### src/shared/startup_pkg.sv
// constants, state type and the millisecond bucket decoder for the start-up supervisor
// assumes a 40 MHz core clock and command words already framed by the bus engine
package startup_pkg;
   // command codes of the three settings
   localparam logic [7:0]  CMD_RAMP_TIME = 8'h61;
   localparam logic [7:0]  CMD_LIMIT     = 8'h62;
   localparam logic [7:0]  CMD_ACTION    = 8'h63;
   // reset values
   localparam logic [15:0] RAMP_RST      = 16'h0005;
   localparam logic [15:0] LIMIT_RST     = 16'h0064;
   localparam logic [7:0]  ACTION_RST    = 8'hbf;
   // field layout of the linear words and the action byte
   localparam int          MANT_W        = 7;
   localparam int          WORD_W        = 16;
   localparam int          RSP_BIT       = 7;
   localparam int          RS_MSB        = 5;
   localparam int          RS_LSB        = 3;
   localparam logic [2:0]  RS_LATCH      = 3'h0;
   localparam logic [2:0]  RS_RETRY      = 3'h7;
   localparam logic [2:0]  HARD_DELAY    = 3'h7;
   localparam logic [9:0]  RESTART_MULT  = 10'h007;
   localparam logic [6:0]  MANT_ZERO     = 7'h00;
   localparam logic [6:0]  MANT_MAX      = 7'h7f;
   localparam logic [6:0]  EFF_MIN       = 7'h01;
   localparam logic [6:0]  EFF_MAX       = 7'h64;
   // time base
   localparam int          MS_NS         = 1000000;
   localparam int          CLK_NS        = 25;
   localparam int          TICK_CYCLES   = (MS_NS + CLK_NS - 1) / CLK_NS;

   typedef enum logic [2:0] {ST_IDLE, ST_RAMP, ST_RUN, ST_WAIT, ST_HOLD} seq_state_e;

   // programmed mantissa to one of the supported millisecond times
   function automatic logic [6:0] quantize(input logic [6:0] m);
      logic [6:0] q;
      q = 7'h64;
      if (m <= 7'h01) q = 7'h01;
      else if (m <= 7'h06) q = m;
      else if (m <= 7'h09) q = 7'h07;
      else if (m <= 7'h0c) q = 7'h0a;
      else if (m <= 7'h11) q = 7'h0e;
      else if (m <= 7'h16) q = 7'h13;
      else if (m <= 7'h20) q = 7'h1b;
      else if (m <= 7'h2c) q = 7'h25;
      else if (m <= 7'h3e) q = 7'h34;
      else if (m <= 7'h56) q = 7'h48;
      return q;
   endfunction
endpackage

### src/ms_tick_gen.sv
// millisecond tick prescaler
// assumes a free running core clock; ce low freezes the count
`timescale 1ns/10ps
module ms_tick_gen #(
   parameter int unsigned CYCLES = 40000
) (
   input  wire logic clk,
   input  wire logic rst_n,
   input  wire logic ce,
   output logic      tick_q
);
   localparam int CW = $clog2(CYCLES + 1);

   logic [CW-1:0] cnt_q;   // cycles since the last tick
   wire           wrap = (cnt_q == CW'(CYCLES - 1));

   // one-cycle tick every CYCLES clocks
   always_ff @(posedge clk) begin
      if (!rst_n) begin
         cnt_q  <= '0;
         tick_q <= 1'b0;
      end else if (ce) begin
         cnt_q  <= wrap ? '0 : cnt_q + 1'b1;
         tick_q <= wrap;
      end
   end
endmodule

### src/startup_timeout_supervisor.sv
// start-up timeout supervisor: ramp and timeout settings, timer, fault response
// assumes framed command writes on this clock and a raw analog undervoltage-clear pin
`timescale 1ns/10ps
// Behaviour
// - exponent fields read zero, one count one ms
// - ramp mantissa 7 writable bits, resets to 5
// - ramp mantissa quantized to supported ms buckets
// - timeout bounds time to clear undervoltage
// - timer starts on entering soft-start ramp
// - timeout below ramp time rejected, flags set
// - zero timeout disables timer and cross check
// - timeout word linear, exponent read only
// - timeout mantissa 7 writable bits, resets 100
// - restore-all reloads timeout to 100 ms
// - timeout quantized alike, zero means none
// - fault sets three status bits, alert
// - action byte saved on store-all command
// - action bits 2:0 hard-wired to seven
// - default response: shut down, retry later
// - select zero ignores, one shuts down
// - retry 000 latches off, 111 retries
// - other retry values rejected with flags
// - ramp time runs reference start to band
module startup_timeout_supervisor
   import startup_pkg::*;
#(
   parameter int unsigned TICK_CYCLES_P = startup_pkg::TICK_CYCLES
) (
   input  wire logic                           clk,
   input  wire logic                           rst_n,
   input  wire logic                           ce,
   input  wire logic                           cmd_wr,
   input  wire logic [7:0]                     cmd_code,
   input  wire logic [startup_pkg::WORD_W-1:0] cmd_data,
   input  wire logic                           store_all,
   input  wire logic                           restore_all,
   input  wire logic                           clear_faults,
   input  wire logic                           power_on,
   input  wire logic                           ramp_start,
   input  wire logic                           uv_clear_pin,
   output logic [startup_pkg::WORD_W-1:0]      ramp_time_q,
   output logic [startup_pkg::WORD_W-1:0]      limit_q,
   output logic [7:0]                          action_q,
   output logic [7:0]                          nvm_action_q,
   output logic                                nvm_save_q,
   output logic                                ramp_active_q,
   output logic                                output_enable_q,
   output logic                                restart_q,
   output logic                                status_other_q,
   output logic                                output_warning_summary_q,
   output logic                                startup_timeout_flag_q,
   output logic                                status_cml_q,
   output logic                                invalid_data_q,
   output logic                                smbalert_q
);
   import startup_pkg::*;

   localparam logic [WORD_W-MANT_W-1:0] TOP_ZERO = '0;

   seq_state_e st_q, st_d;       // sequencer state
   logic [6:0] elapsed_q;        // ms since the ramp began
   logic [9:0] wait_q;           // ms spent in the restart delay
   logic       sync1_q;          // pin synchroniser, first stage
   logic       sync2_q;          // second stage
   logic       sync3_q;          // third stage
   logic       uv_ok_q;          // filtered undervoltage-cleared level
   logic       tick_q;           // millisecond tick

   // prescaler for the millisecond time base
   ms_tick_gen #(
      .CYCLES (TICK_CYCLES_P)
   ) u_tick (
      .clk    (clk),
      .rst_n  (rst_n),
      .ce     (ce),
      .tick_q (tick_q)
   );

   // command decode
   wire       wr_ramp  = cmd_wr && (cmd_code == CMD_RAMP_TIME);
   wire       wr_lim   = cmd_wr && (cmd_code == CMD_LIMIT);
   wire       wr_act   = cmd_wr && (cmd_code == CMD_ACTION);
   wire [6:0] new_mant = cmd_data[MANT_W-1:0];
   wire [2:0] rs_new   = cmd_data[RS_MSB:RS_LSB];
   wire [6:0] ramp_m   = ramp_time_q[MANT_W-1:0];
   wire [6:0] lim_m    = limit_q[MANT_W-1:0];
   wire [2:0] rs_cur   = action_q[RS_MSB:RS_LSB];

   // cross checks between the two settings, then the retry-code check; a zero timeout waives only the cross checks
   wire lim_bad  = wr_lim && (new_mant != MANT_ZERO) && (new_mant < ramp_m);
   wire ramp_bad = wr_ramp && (lim_m != MANT_ZERO) && (new_mant > lim_m);
   wire act_bad  = wr_act && (rs_new != RS_LATCH) && (rs_new != RS_RETRY);
   wire cml_set  = lim_bad || ramp_bad || act_bad;

   // effective times in ms
   wire [6:0] eff_rise  = quantize(ramp_m);
   wire [6:0] eff_lim   = quantize(lim_m);
   wire       timer_on  = (lim_m != MANT_ZERO);
   wire [9:0] delay_ms  = 10'(eff_rise) * RESTART_MULT;

   // timeout: limit reached while undervoltage is still not cleared
   wire fault_evt = (st_q == ST_RAMP) && timer_on && !uv_ok_q
                    && (elapsed_q >= eff_lim);
   wire wait_done = (st_q == ST_WAIT) && (wait_q >= delay_ms);

   // sequencer next state
   always_comb begin
      st_d = st_q;
      case (st_q)
         ST_IDLE: begin
            if (power_on && ramp_start) st_d = ST_RAMP;
         end
         ST_RAMP: begin
            if (fault_evt) begin
               if (!action_q[RSP_BIT]) st_d = ST_RUN;
               else if (rs_cur == RS_RETRY) st_d = ST_WAIT;
               else st_d = ST_HOLD;
            end else if (uv_ok_q) begin
               st_d = ST_RUN;
            end
         end
         ST_RUN:  st_d = ST_RUN;
         ST_WAIT: begin
            if (wait_done) st_d = ST_RAMP;
         end
         ST_HOLD: begin
            if (clear_faults) st_d = ST_IDLE;
         end
         default: st_d = ST_IDLE;
      endcase
      if (!power_on) st_d = ST_IDLE;
   end

   // next register values; restore-all outranks a timeout or action write in the same cycle, ramp writes go through
   wire [15:0] limit_d = restore_all ? LIMIT_RST :
                         (wr_lim && !lim_bad) ? {TOP_ZERO, new_mant} : limit_q;
   wire [15:0] ramp_d  = (wr_ramp && !ramp_bad) ? {TOP_ZERO, new_mant}
                                                : ramp_time_q;
   wire [7:0]  act_w   = {cmd_data[RSP_BIT], 1'b0, rs_new, HARD_DELAY};
   wire [7:0]  act_d   = restore_all ? nvm_action_q :
                         (wr_act && !act_bad) ? act_w : action_q;
   wire        keep    = !clear_faults;
   wire        uv_d    = (sync2_q == sync3_q) ? sync3_q : uv_ok_q;

   // pin synchroniser and agreement filter
   always_ff @(posedge clk) begin
      if (!rst_n) begin
         sync1_q <= 1'b0;
         sync2_q <= 1'b0;
         sync3_q <= 1'b0;
         uv_ok_q <= 1'b0;
      end else if (ce) begin
         sync1_q <= uv_clear_pin;
         sync2_q <= sync1_q;
         sync3_q <= sync2_q;
         uv_ok_q <= uv_d;
      end
   end

   // settings registers and non-volatile image of the action byte
   always_ff @(posedge clk) begin
      if (!rst_n) begin
         ramp_time_q  <= RAMP_RST;
         limit_q      <= LIMIT_RST;
         action_q     <= ACTION_RST;
         nvm_action_q <= ACTION_RST;
         nvm_save_q   <= 1'b0;
      end else if (ce) begin
         ramp_time_q  <= ramp_d;
         limit_q      <= limit_d;
         action_q     <= act_d;
         nvm_action_q <= store_all ? action_q : nvm_action_q;
         nvm_save_q   <= store_all;
      end
   end

   // sequencer and millisecond counters; both counters only count up on the tick
   always_ff @(posedge clk) begin
      if (!rst_n) begin
         st_q      <= ST_IDLE;
         elapsed_q <= MANT_ZERO;
         wait_q    <= '0;
      end else if (ce) begin
         st_q      <= st_d;
         elapsed_q <= (st_d == ST_RAMP && st_q != ST_RAMP) ? MANT_ZERO :
                      (tick_q && elapsed_q != MANT_MAX) ? elapsed_q + 1'b1 :
                      elapsed_q;
         wait_q    <= (st_q != ST_WAIT) ? '0 : tick_q ? wait_q + 1'b1 : wait_q;
      end
   end

   // outputs toward the power stage
   always_ff @(posedge clk) begin
      if (!rst_n) begin
         ramp_active_q   <= 1'b0;
         output_enable_q <= 1'b0;
         restart_q       <= 1'b0;
      end else if (ce) begin
         ramp_active_q   <= (st_d == ST_RAMP) && (elapsed_q < eff_rise);
         output_enable_q <= (st_d == ST_RAMP) || (st_d == ST_RUN);
         restart_q       <= wait_done && power_on;
      end
   end

   // sticky status: a new event beats a clear in the same cycle
   always_ff @(posedge clk) begin
      if (!rst_n) begin
         status_other_q           <= 1'b0;
         output_warning_summary_q <= 1'b0;
         startup_timeout_flag_q   <= 1'b0;
         status_cml_q             <= 1'b0;
         invalid_data_q           <= 1'b0;
         smbalert_q               <= 1'b0;
      end else if (ce) begin
         status_other_q           <= fault_evt || (status_other_q && keep);
         output_warning_summary_q <= fault_evt || (output_warning_summary_q && keep);
         startup_timeout_flag_q   <= fault_evt || (startup_timeout_flag_q && keep);
         status_cml_q             <= cml_set || (status_cml_q && keep);
         invalid_data_q           <= cml_set || (invalid_data_q && keep);
         smbalert_q               <= fault_evt || cml_set || (smbalert_q && keep);
      end
   end
endmodule

### config.mk
export PLATFORM = sky130hd
export DESIGN_NAME = startup_timeout_supervisor
export DESIGN_NICKNAME = d
export VERILOG_FILES = /design/src/shared/startup_pkg.sv /design/src/ms_tick_gen.sv /design/src/startup_timeout_supervisor.sv
export SDC_FILE = /design/constraint.sdc
export NUM_CORES = 1
export LEC_CHECK = 0
export ABC_CLOCK_PERIOD_IN_PS = 5300
export BUFFER_PORTS_ARGS = -buffer_cell sky130_fd_sc_hd__buf_2
export CAP_MARGIN = 25
export CELL_PAD_IN_SITES_DETAIL_PLACEMENT = 2
export CELL_PAD_IN_SITES_GLOBAL_PLACEMENT = 2
export CORE_AREA = 3 3 124 156
export CTS_CLUSTER_SIZE = 8
export DETAILED_ROUTE_END_ITERATION = 6
export DIE_AREA = 0 0 127 159
export HOLD_SLACK_MARGIN = 0.05
export PLACE_DENSITY = 0.84
export SLEW_MARGIN = 10
export SYNTH_ARGS = -nofsm -noshare
export SYNTH_HDL_FRONTEND = slang
export SYNTH_SLANG_ARGS = --single-unit
### constraint.sdc
create_clock -name clk -period 5.3 [get_ports clk]
set_input_delay 0.795 -clock clk [delete_from_list [all_inputs] [get_ports clk]]
set_output_delay 0.795 -clock clk [all_outputs]
set_load 0.005 [all_outputs]
==> metrics.txt, run 1 <==
Critical R2R Capture=elapsed_q[0]$_SDFFE_PN0P_; synth top area cells=dfxtp_1 (30%), ha_1 (11%), nand2_1 (5.2%); fraction of the mapped netlist area in adder cells=13.7%; vias in the first global route=5427; Initial DRC Count=118; mux share of post-synthesis cell area=2.60%; R2R depth=23; slew margin rel.=55.0%; DRC viols=0; via/cell ratio=5.30; status=complete, no violations; Worst-Margin Slew=674 ps; Max FO, Critical Path=4; Setup CP Type=reg -> reg; Worst Hold Endpoint=output_enable_q$_SDFFE_PN0P_; Core ar.=18000 µm²; dominant synthesized flop cell=dfxtp_1; Util after Layout=35.1%; post-synthesis compound-gate area fraction=17.5%; Yosys top cell area share=30.0%; reg-to-reg slack, setup=200 ps; register area=1630 µm²; power per cell area=210 nW/µm²; sequential element share of the synthesized area=30.0%; leading area contributor after synthesis=dfxtp_1; slowest stage delay, CP=450 ps; Hold Path Stages=2; Post-Layout Cell Count=964; fraction of registers with async set/reset=0%; Routed Antenna Nets=0; Pleak=2.70 nW; critical path required time=5540 ps; Final period util=96.3%; I/O pin total=92; Mapped Area=5400 µm²; # port buffers=65; Peak Freq=0.196 GHz; met3 usage=1.98%; FP Rows=55; yosys warns=0; Netlist cell types=69; share of cells above drive strength 1=18.1%; min Tclk post-route=5100 ps; CP Cell Sequence=and3_4 > o21ai_0 > and3_1 > or3_4 > a22o_4 > inv_1 > fa_1 > ha_1 > a21o_1 > a21oi_2 > nor2b_1 > o21a_1 > o21ai_1 > nand2b_1 > a21oi_2 > ha_4 > nand4_1 > a21oi_2 > a21oi_2 > a211o_1 > or4_4 > and3_4 > o21a_1; Hold Vio Cnt, Final=0; vias=5112; crit path setup slack, layout=197 ps; xor/xnor share of the synthesized area=4.38%; most common cell after layout, fill and taps aside=dfxtp_1; CTS max path bufs=2; Worst-Skew Late Latency=340 ps; fin area=6340 µm²; DP HPWL=12900 µm; Hold Path Origin=output_enable_q$_SDFFE_PN0P_; drt total wl=17100 µm; WL/cell=17.7 µm; crit end category=register; HP Class=reg -> reg; pre-CTS setup slack=-152 ps; footprint of the multi-input gates=3550 µm²; GR peak layer=met2; antenna violations before repair=0; Reg clk slew, reported paths=70 ps; first drt pass iteration count=4; TritonCTS clock tree=yes; critical path launch point type=register; fin. max-slew vios=0; met1 global-route usage=20.1%; Placer Congestion=0.820; Placed Area=5920 µm²; most frequent cells in the layout=dfxtp_1 (75), nand2_1 (74), buf_2 (65), nor2_1 (48), ha_1 (46); Synth Area in Simple Gates=24.9%; most numerous cell on the critical path=a21oi_2; fill cell instance count of the final layout=2087; DIE AREA=20200 µm²; final net count=820; CTS root buffer=clkbuf_16; DP Cell Count=942; syn_area_per_cell=8.13 µm²; H-Tree Depth=3; Syn Inst Count=664; arrival time worst endpoint=5340 ps; All-Layer GR Usage=16.5%; Max-Cap Viols=0; Post-synth EDFFs=0; M2 GR Usage=30.4%; clock sink count=81; Die H=159 µm; cts hold-fix bufs=0; main combinational cell family by area after synthesis=simple AND/OR/NAND/NOR gates; skew final=7.14 ps; Synth Register Bits=81; worst reg2reg path startpoint=ramp_time_q[1]$_SDFFE_PN0P_; pin count of the biggest net entering global routing=36; Peak VDD IR=152 µV; synth-to-layout area growth=17.4%; final setup vio count=0; Ant. Diodes=0; first-pass GRT wire length=27800 µm; cts bufs inserted=9; CP max-delay cell=fa_1; Die Width=127 µm; gr ovfl total=0; effective utilization at floorplan=29.9%
[state kept, by name, indices dropped and copies added, names as in the netlist, 3 cells and up]
name,cells
ramp_time_q,7
u_tick.cnt_q,16
nvm_action_q,8
limit_q,7
st_q,3
action_q,8
elapsed_q,7
wait_q,10
[power breakdown]
part / total (W) / internal, W / switching (W)
sequential: 0.000627 / 0.000617 / 0.00000968
clock: 0.000597 / 0.000321 / 0.000276
combinational: 0.000105 / 0.0000400 / 0.0000649
[area by class of cell]
cell class / instances / area share, %
Multi-Input combinational cell: 522 / 56.1
Sequential cell: 81 / 25.8
Clock buffer: 9 / 3.55
Clock inverter: 7 / 0.849
Timing Repair Buffer: 83 / 7.27
Tap cell: 228 / 4.50
Inverter: 34 / 2.01
[routing by layer]
metal  vias to the layer above  part of all wire, %
met2                        83                   54
li1                       2455                    -
met3                        13                  2.5
met5                         -                    0
met1                      2561                   43
met4                         0                  1.2
[cells in the mapped netlist (7+ instances only)]
cell / count
dfxtp_1: 81
nand2_1: 75
ha_1: 48
nor2_1: 48
nand3_1: 35
inv_1: 33
o21ai_0: 31
a21oi_1: 30
nor2b_1: 27
clkbuf_1: 21
xor2_1: 19
buf_4: 18
nor3_1: 16
mux2i_1: 14
nand4_1: 14
and3_1: 11
o211ai_1: 9
and2_1: 8
xnor2_1: 8
a21boi_0: 7
a22o_1: 7
fa_1: 7
nand2b_1: 7
o21a_1: 7
[cell families (layout without fill, tap and decap cells)]
group	count (synthesis)	in the layout
muxes	14	14
and+or+nand+nor	267	267
DFF	81	81
buffers and inverters	78	133
AOI/OAI and AO/OA	141	141
adders and majority gates	55	55
other	1	18
xor gates and xnor gates	27	27
[how the worst max path moves through the flow]
stage                                 to  slack (ps)  depth (start not counted)                         from
2_1_floorplan  elapsed_q[0]$_SDFFE_PN0P_         140                         24  ramp_time_q[1]$_SDFFE_PN0P_
3_3_place_gp   elapsed_q[0]$_SDFFE_PN0P_         100                         23  ramp_time_q[2]$_SDFFE_PN1P_
3_5_place_dp   elapsed_q[0]$_SDFFE_PN0P_        -150                         23  ramp_time_q[2]$_SDFFE_PN1P_
4_1_cts        elapsed_q[0]$_SDFFE_PN0P_           5                         25  ramp_time_q[2]$_SDFFE_PN1P_
5_1_grt        elapsed_q[0]$_SDFFE_PN0P_         -40                         23  ramp_time_q[1]$_SDFFE_PN0P_
6_report       elapsed_q[0]$_SDFFE_PN0P_         200                         23  ramp_time_q[1]$_SDFFE_PN0P_
[per-stage QoR]
stage               hold slack [ps]  total power, W  TNS [ps]
floorplan                       443        0.000709         0
global placement                440        0.000740         0
detailed placement              449        0.000744      -152
CTS                             473         0.00134         0
global route                    507         0.00138     -42.7
finish                          475         0.00133         0
[critical path, delay by kind of cell (launching register included)]
| family | cells | cell delay [ps] |
|---|---|---|
| simple gates | 8 | 1650 |
| compound gates | 11 | 1960 |
| buf+inv | 1 | 110 |
| fa+ha+maj | 3 | 910 |
| flops | 1 | 360 |
[what timing repair did]
item,CTS,global route
setup buffers,2,4
setup endpoints to repair,1,10
pin swaps,1,13
resized for setup,5,23
Note: power is estimated with default switching activity, not from simulation.
==> inputs of run 2 (changes only) <==
--- a/config.mk
+++ b/config.mk
@@ -8,14 +8,12 @@
 export ABC_CLOCK_PERIOD_IN_PS = 5300
 export BUFFER_PORTS_ARGS = -buffer_cell sky130_fd_sc_hd__buf_2
 export CAP_MARGIN = 25
-export CELL_PAD_IN_SITES_DETAIL_PLACEMENT = 2
-export CELL_PAD_IN_SITES_GLOBAL_PLACEMENT = 2
-export CORE_AREA = 3 3 124 156
+export CORE_AREA = 2 2 95 119
 export CTS_CLUSTER_SIZE = 8
 export DETAILED_ROUTE_END_ITERATION = 6
-export DIE_AREA = 0 0 127 159
+export DIE_AREA = 0 0 97 121
 export HOLD_SLACK_MARGIN = 0.05
-export PLACE_DENSITY = 0.84
+export PLACE_DENSITY_LB_ADDON = 0.08
 export SLEW_MARGIN = 10
 export SYNTH_ARGS = -nofsm -noshare
 export SYNTH_HDL_FRONTEND = slang
==> run 2 against run 1 <==
Worst setup slack gained 32 ps. Largest power group unchanged. Clock skew fell by 2.1 ps. Sequential share of layout area grew 0.68 points. Power shrank 1.5%.
==> metrics.txt, run 2 (same netlist as run 1, synthesis figures left out) <==
CP max-delay cell=fa_1 (unchanged); slew margin rel.=44.2% (was 55.0%); # port buffers=65 (unchanged); vias=4807 (was 5112); Reg clk slew, reported paths=60 ps (was 70 ps); Die H=121 µm (was 159 µm); Post-CTS Setup Bufs=0 (was 2); min Tclk post-route=5070 ps (was 5100 ps); fill cell instance count of the final layout=1012 (was 2087); slowest stage delay, CP=530 ps (was 450 ps); critical path required time=5520 ps (was 5540 ps); DP Cell Count=851 (was 942); most frequent cells in the layout=dfxtp_1 (77), nand2_1 (75), buf_2 (65), nor2_1 (48), ha_1 (48) (was dfxtp_1 (75), nand2_1 (74), buf_2 (65), nor2_1 (48), ha_1 (46)); first drt pass iteration count=5 (was 4); Worst-Skew Late Latency=330 ps (was 340 ps); DIE AREA=11700 µm² (was 20200 µm²); share of cells above drive strength 1=15.9% (was 18.1%); via/cell ratio=5.54 (was 5.30); Max-Cap Viols=0 (unchanged); cell family contributing the most delay on the critical path=simple AND/OR/NAND/NOR gates (was compound AO/OA/AOI/OAI gates); most common cell after layout, fill and taps aside=dfxtp_1 (unchanged); Util after Layout=58.3% (was 35.1%); Pleak=2.69 nW (was 2.70 nW); fin. max-slew vios=0 (unchanged); Final period util=95.7% (was 96.3%); Placer Congestion=0.902 (was 0.820); final net count=819 (was 820); Worst-Margin Slew=837 ps (was 674 ps); Largest regs=u_tick.cnt_q (16), wait_q (10) (unchanged); I/O pin total=92 (unchanged); worst path bufs/invs=2 (was 1); drt total wl=13000 µm (was 17100 µm); vias in the first global route=4692 (was 5427); pin count of the biggest net entering global routing=55 (was 36); TritonCTS clock tree=yes (unchanged); DP HPWL=10100 µm (was 12900 µm); Peak Freq=0.197 GHz (was 0.196 GHz); Routed Antenna Nets=0 (unchanged); Max FO, Critical Path=4 (unchanged); max reg flops=16 (unchanged); Core ar.=10600 µm² (was 18000 µm²); total power=0.00131 W (was 0.00133 W); DRC viols=0 (unchanged); HP Class=reg -> reg (unchanged); Hold Vio Cnt, Final=0 (unchanged); CTS root buffer=clkbuf_16 (unchanged); critical path launch point type=register (unchanged); gr ovfl total=0 (unchanged); first-pass GRT wire length=22000 µm (was 27800 µm); Post-Layout Cell Count=867 (was 964); CTS max path bufs=2 (unchanged); Setup CP Type=reg -> reg (unchanged); FP Rows=42 (was 55); final setup vio count=0 (unchanged); Initial DRC Count=183 (was 118); All-Layer GR Usage=22.6% (was 16.5%); synth-to-layout area growth=14.0% (was 17.4%); clock sink count=81 (unchanged); effective utilization at floorplan=51.1% (was 29.9%); largest reg by FF count=u_tick.cnt_q (unchanged); Die Width=97 µm (was 127 µm); antenna violations before repair=0 (unchanged); crit end category=register (unchanged); cts bufs inserted=9 (unchanged); status=complete, no violations (unchanged); cts hold-fix bufs=0 (unchanged); Peak VDD IR=241 µV (was 152 µV); skew final=5.07 ps (was 7.14 ps); H-Tree Depth=3 (unchanged); Ant. Diodes=0 (unchanged); WL/cell=15.0 µm (was 17.7 µm); arrival time worst endpoint=5300 ps (was 5340 ps); power per cell area=213 nW/µm² (was 210 nW/µm²)
## run 2: cell types whose count changed in the layout (fill, tap and decap cells not counted), sizes merged
cell	change
clkinvlp	-1
buf	-1
clkbuf	+1
## run 2: worst paths after layout
kind                           startpoint                            to  slack [ps]  cells after the start
max           ramp_time_q[1]$_SDFFE_PN0P_     elapsed_q[0]$_SDFFE_PN0P_         230                     25
min          output_enable_q$_SDFFE_PN0P_  output_enable_q$_SDFFE_PN0P_         460                      2
max reg2reg   ramp_time_q[1]$_SDFFE_PN0P_     elapsed_q[0]$_SDFFE_PN0P_         230                     25
min reg2reg  output_enable_q$_SDFFE_PN0P_  output_enable_q$_SDFFE_PN0P_         460                      2
## run 2: layer usage
layer  GRT usage (%)  vias up  wire (µm)
li1                -     2453          -
met1            28.5     2255       5640
met2            40.3       89       6630
met3            3.92       10        604
met4            5.37        0        134
met5               0        -          0
## run 2: repair_timing
item	in CTS	in global routing
pin swaps	0	1
setup endpoints to repair	1	2
resized for setup	2	12
## run 2: tightest hold or removal path, cell delays in order, from the launching register on
cell	delay [ps]
dfxtp_1	330
nand2_1	50
o41ai_1	50
## run 2: final cells by class
class                      count  area, µm²  area share, %
clock buffer                  10        229           3.72
sequential                    81       1630           26.4
multi-input combinational    522       3500           56.9
clock inverter                 6       50.0          0.813
inverter                      34        128           2.07
tap                          132        165           2.68
timing repair buffer          82        453           7.36
## run 2: power by group
group	internal [W]	switching, W
Clock	0.000322	0.000262
Combinational	0.0000388	0.0000594
Sequential	0.000618	0.00000844
Total	0.000979	0.000330
## run 2: through the flow
stage	instance area [µm²]	setup WS, ps	hold slack, ps	TNS, ps
floorplan	5460	139	443	0
global route	6150	-26.0	487	-26.0
detailed placement	5840	-86.9	443	-86.9
CTS	6120	6.86	461	0
global placement	5840	138	433	0
finish	6150	229	459	0
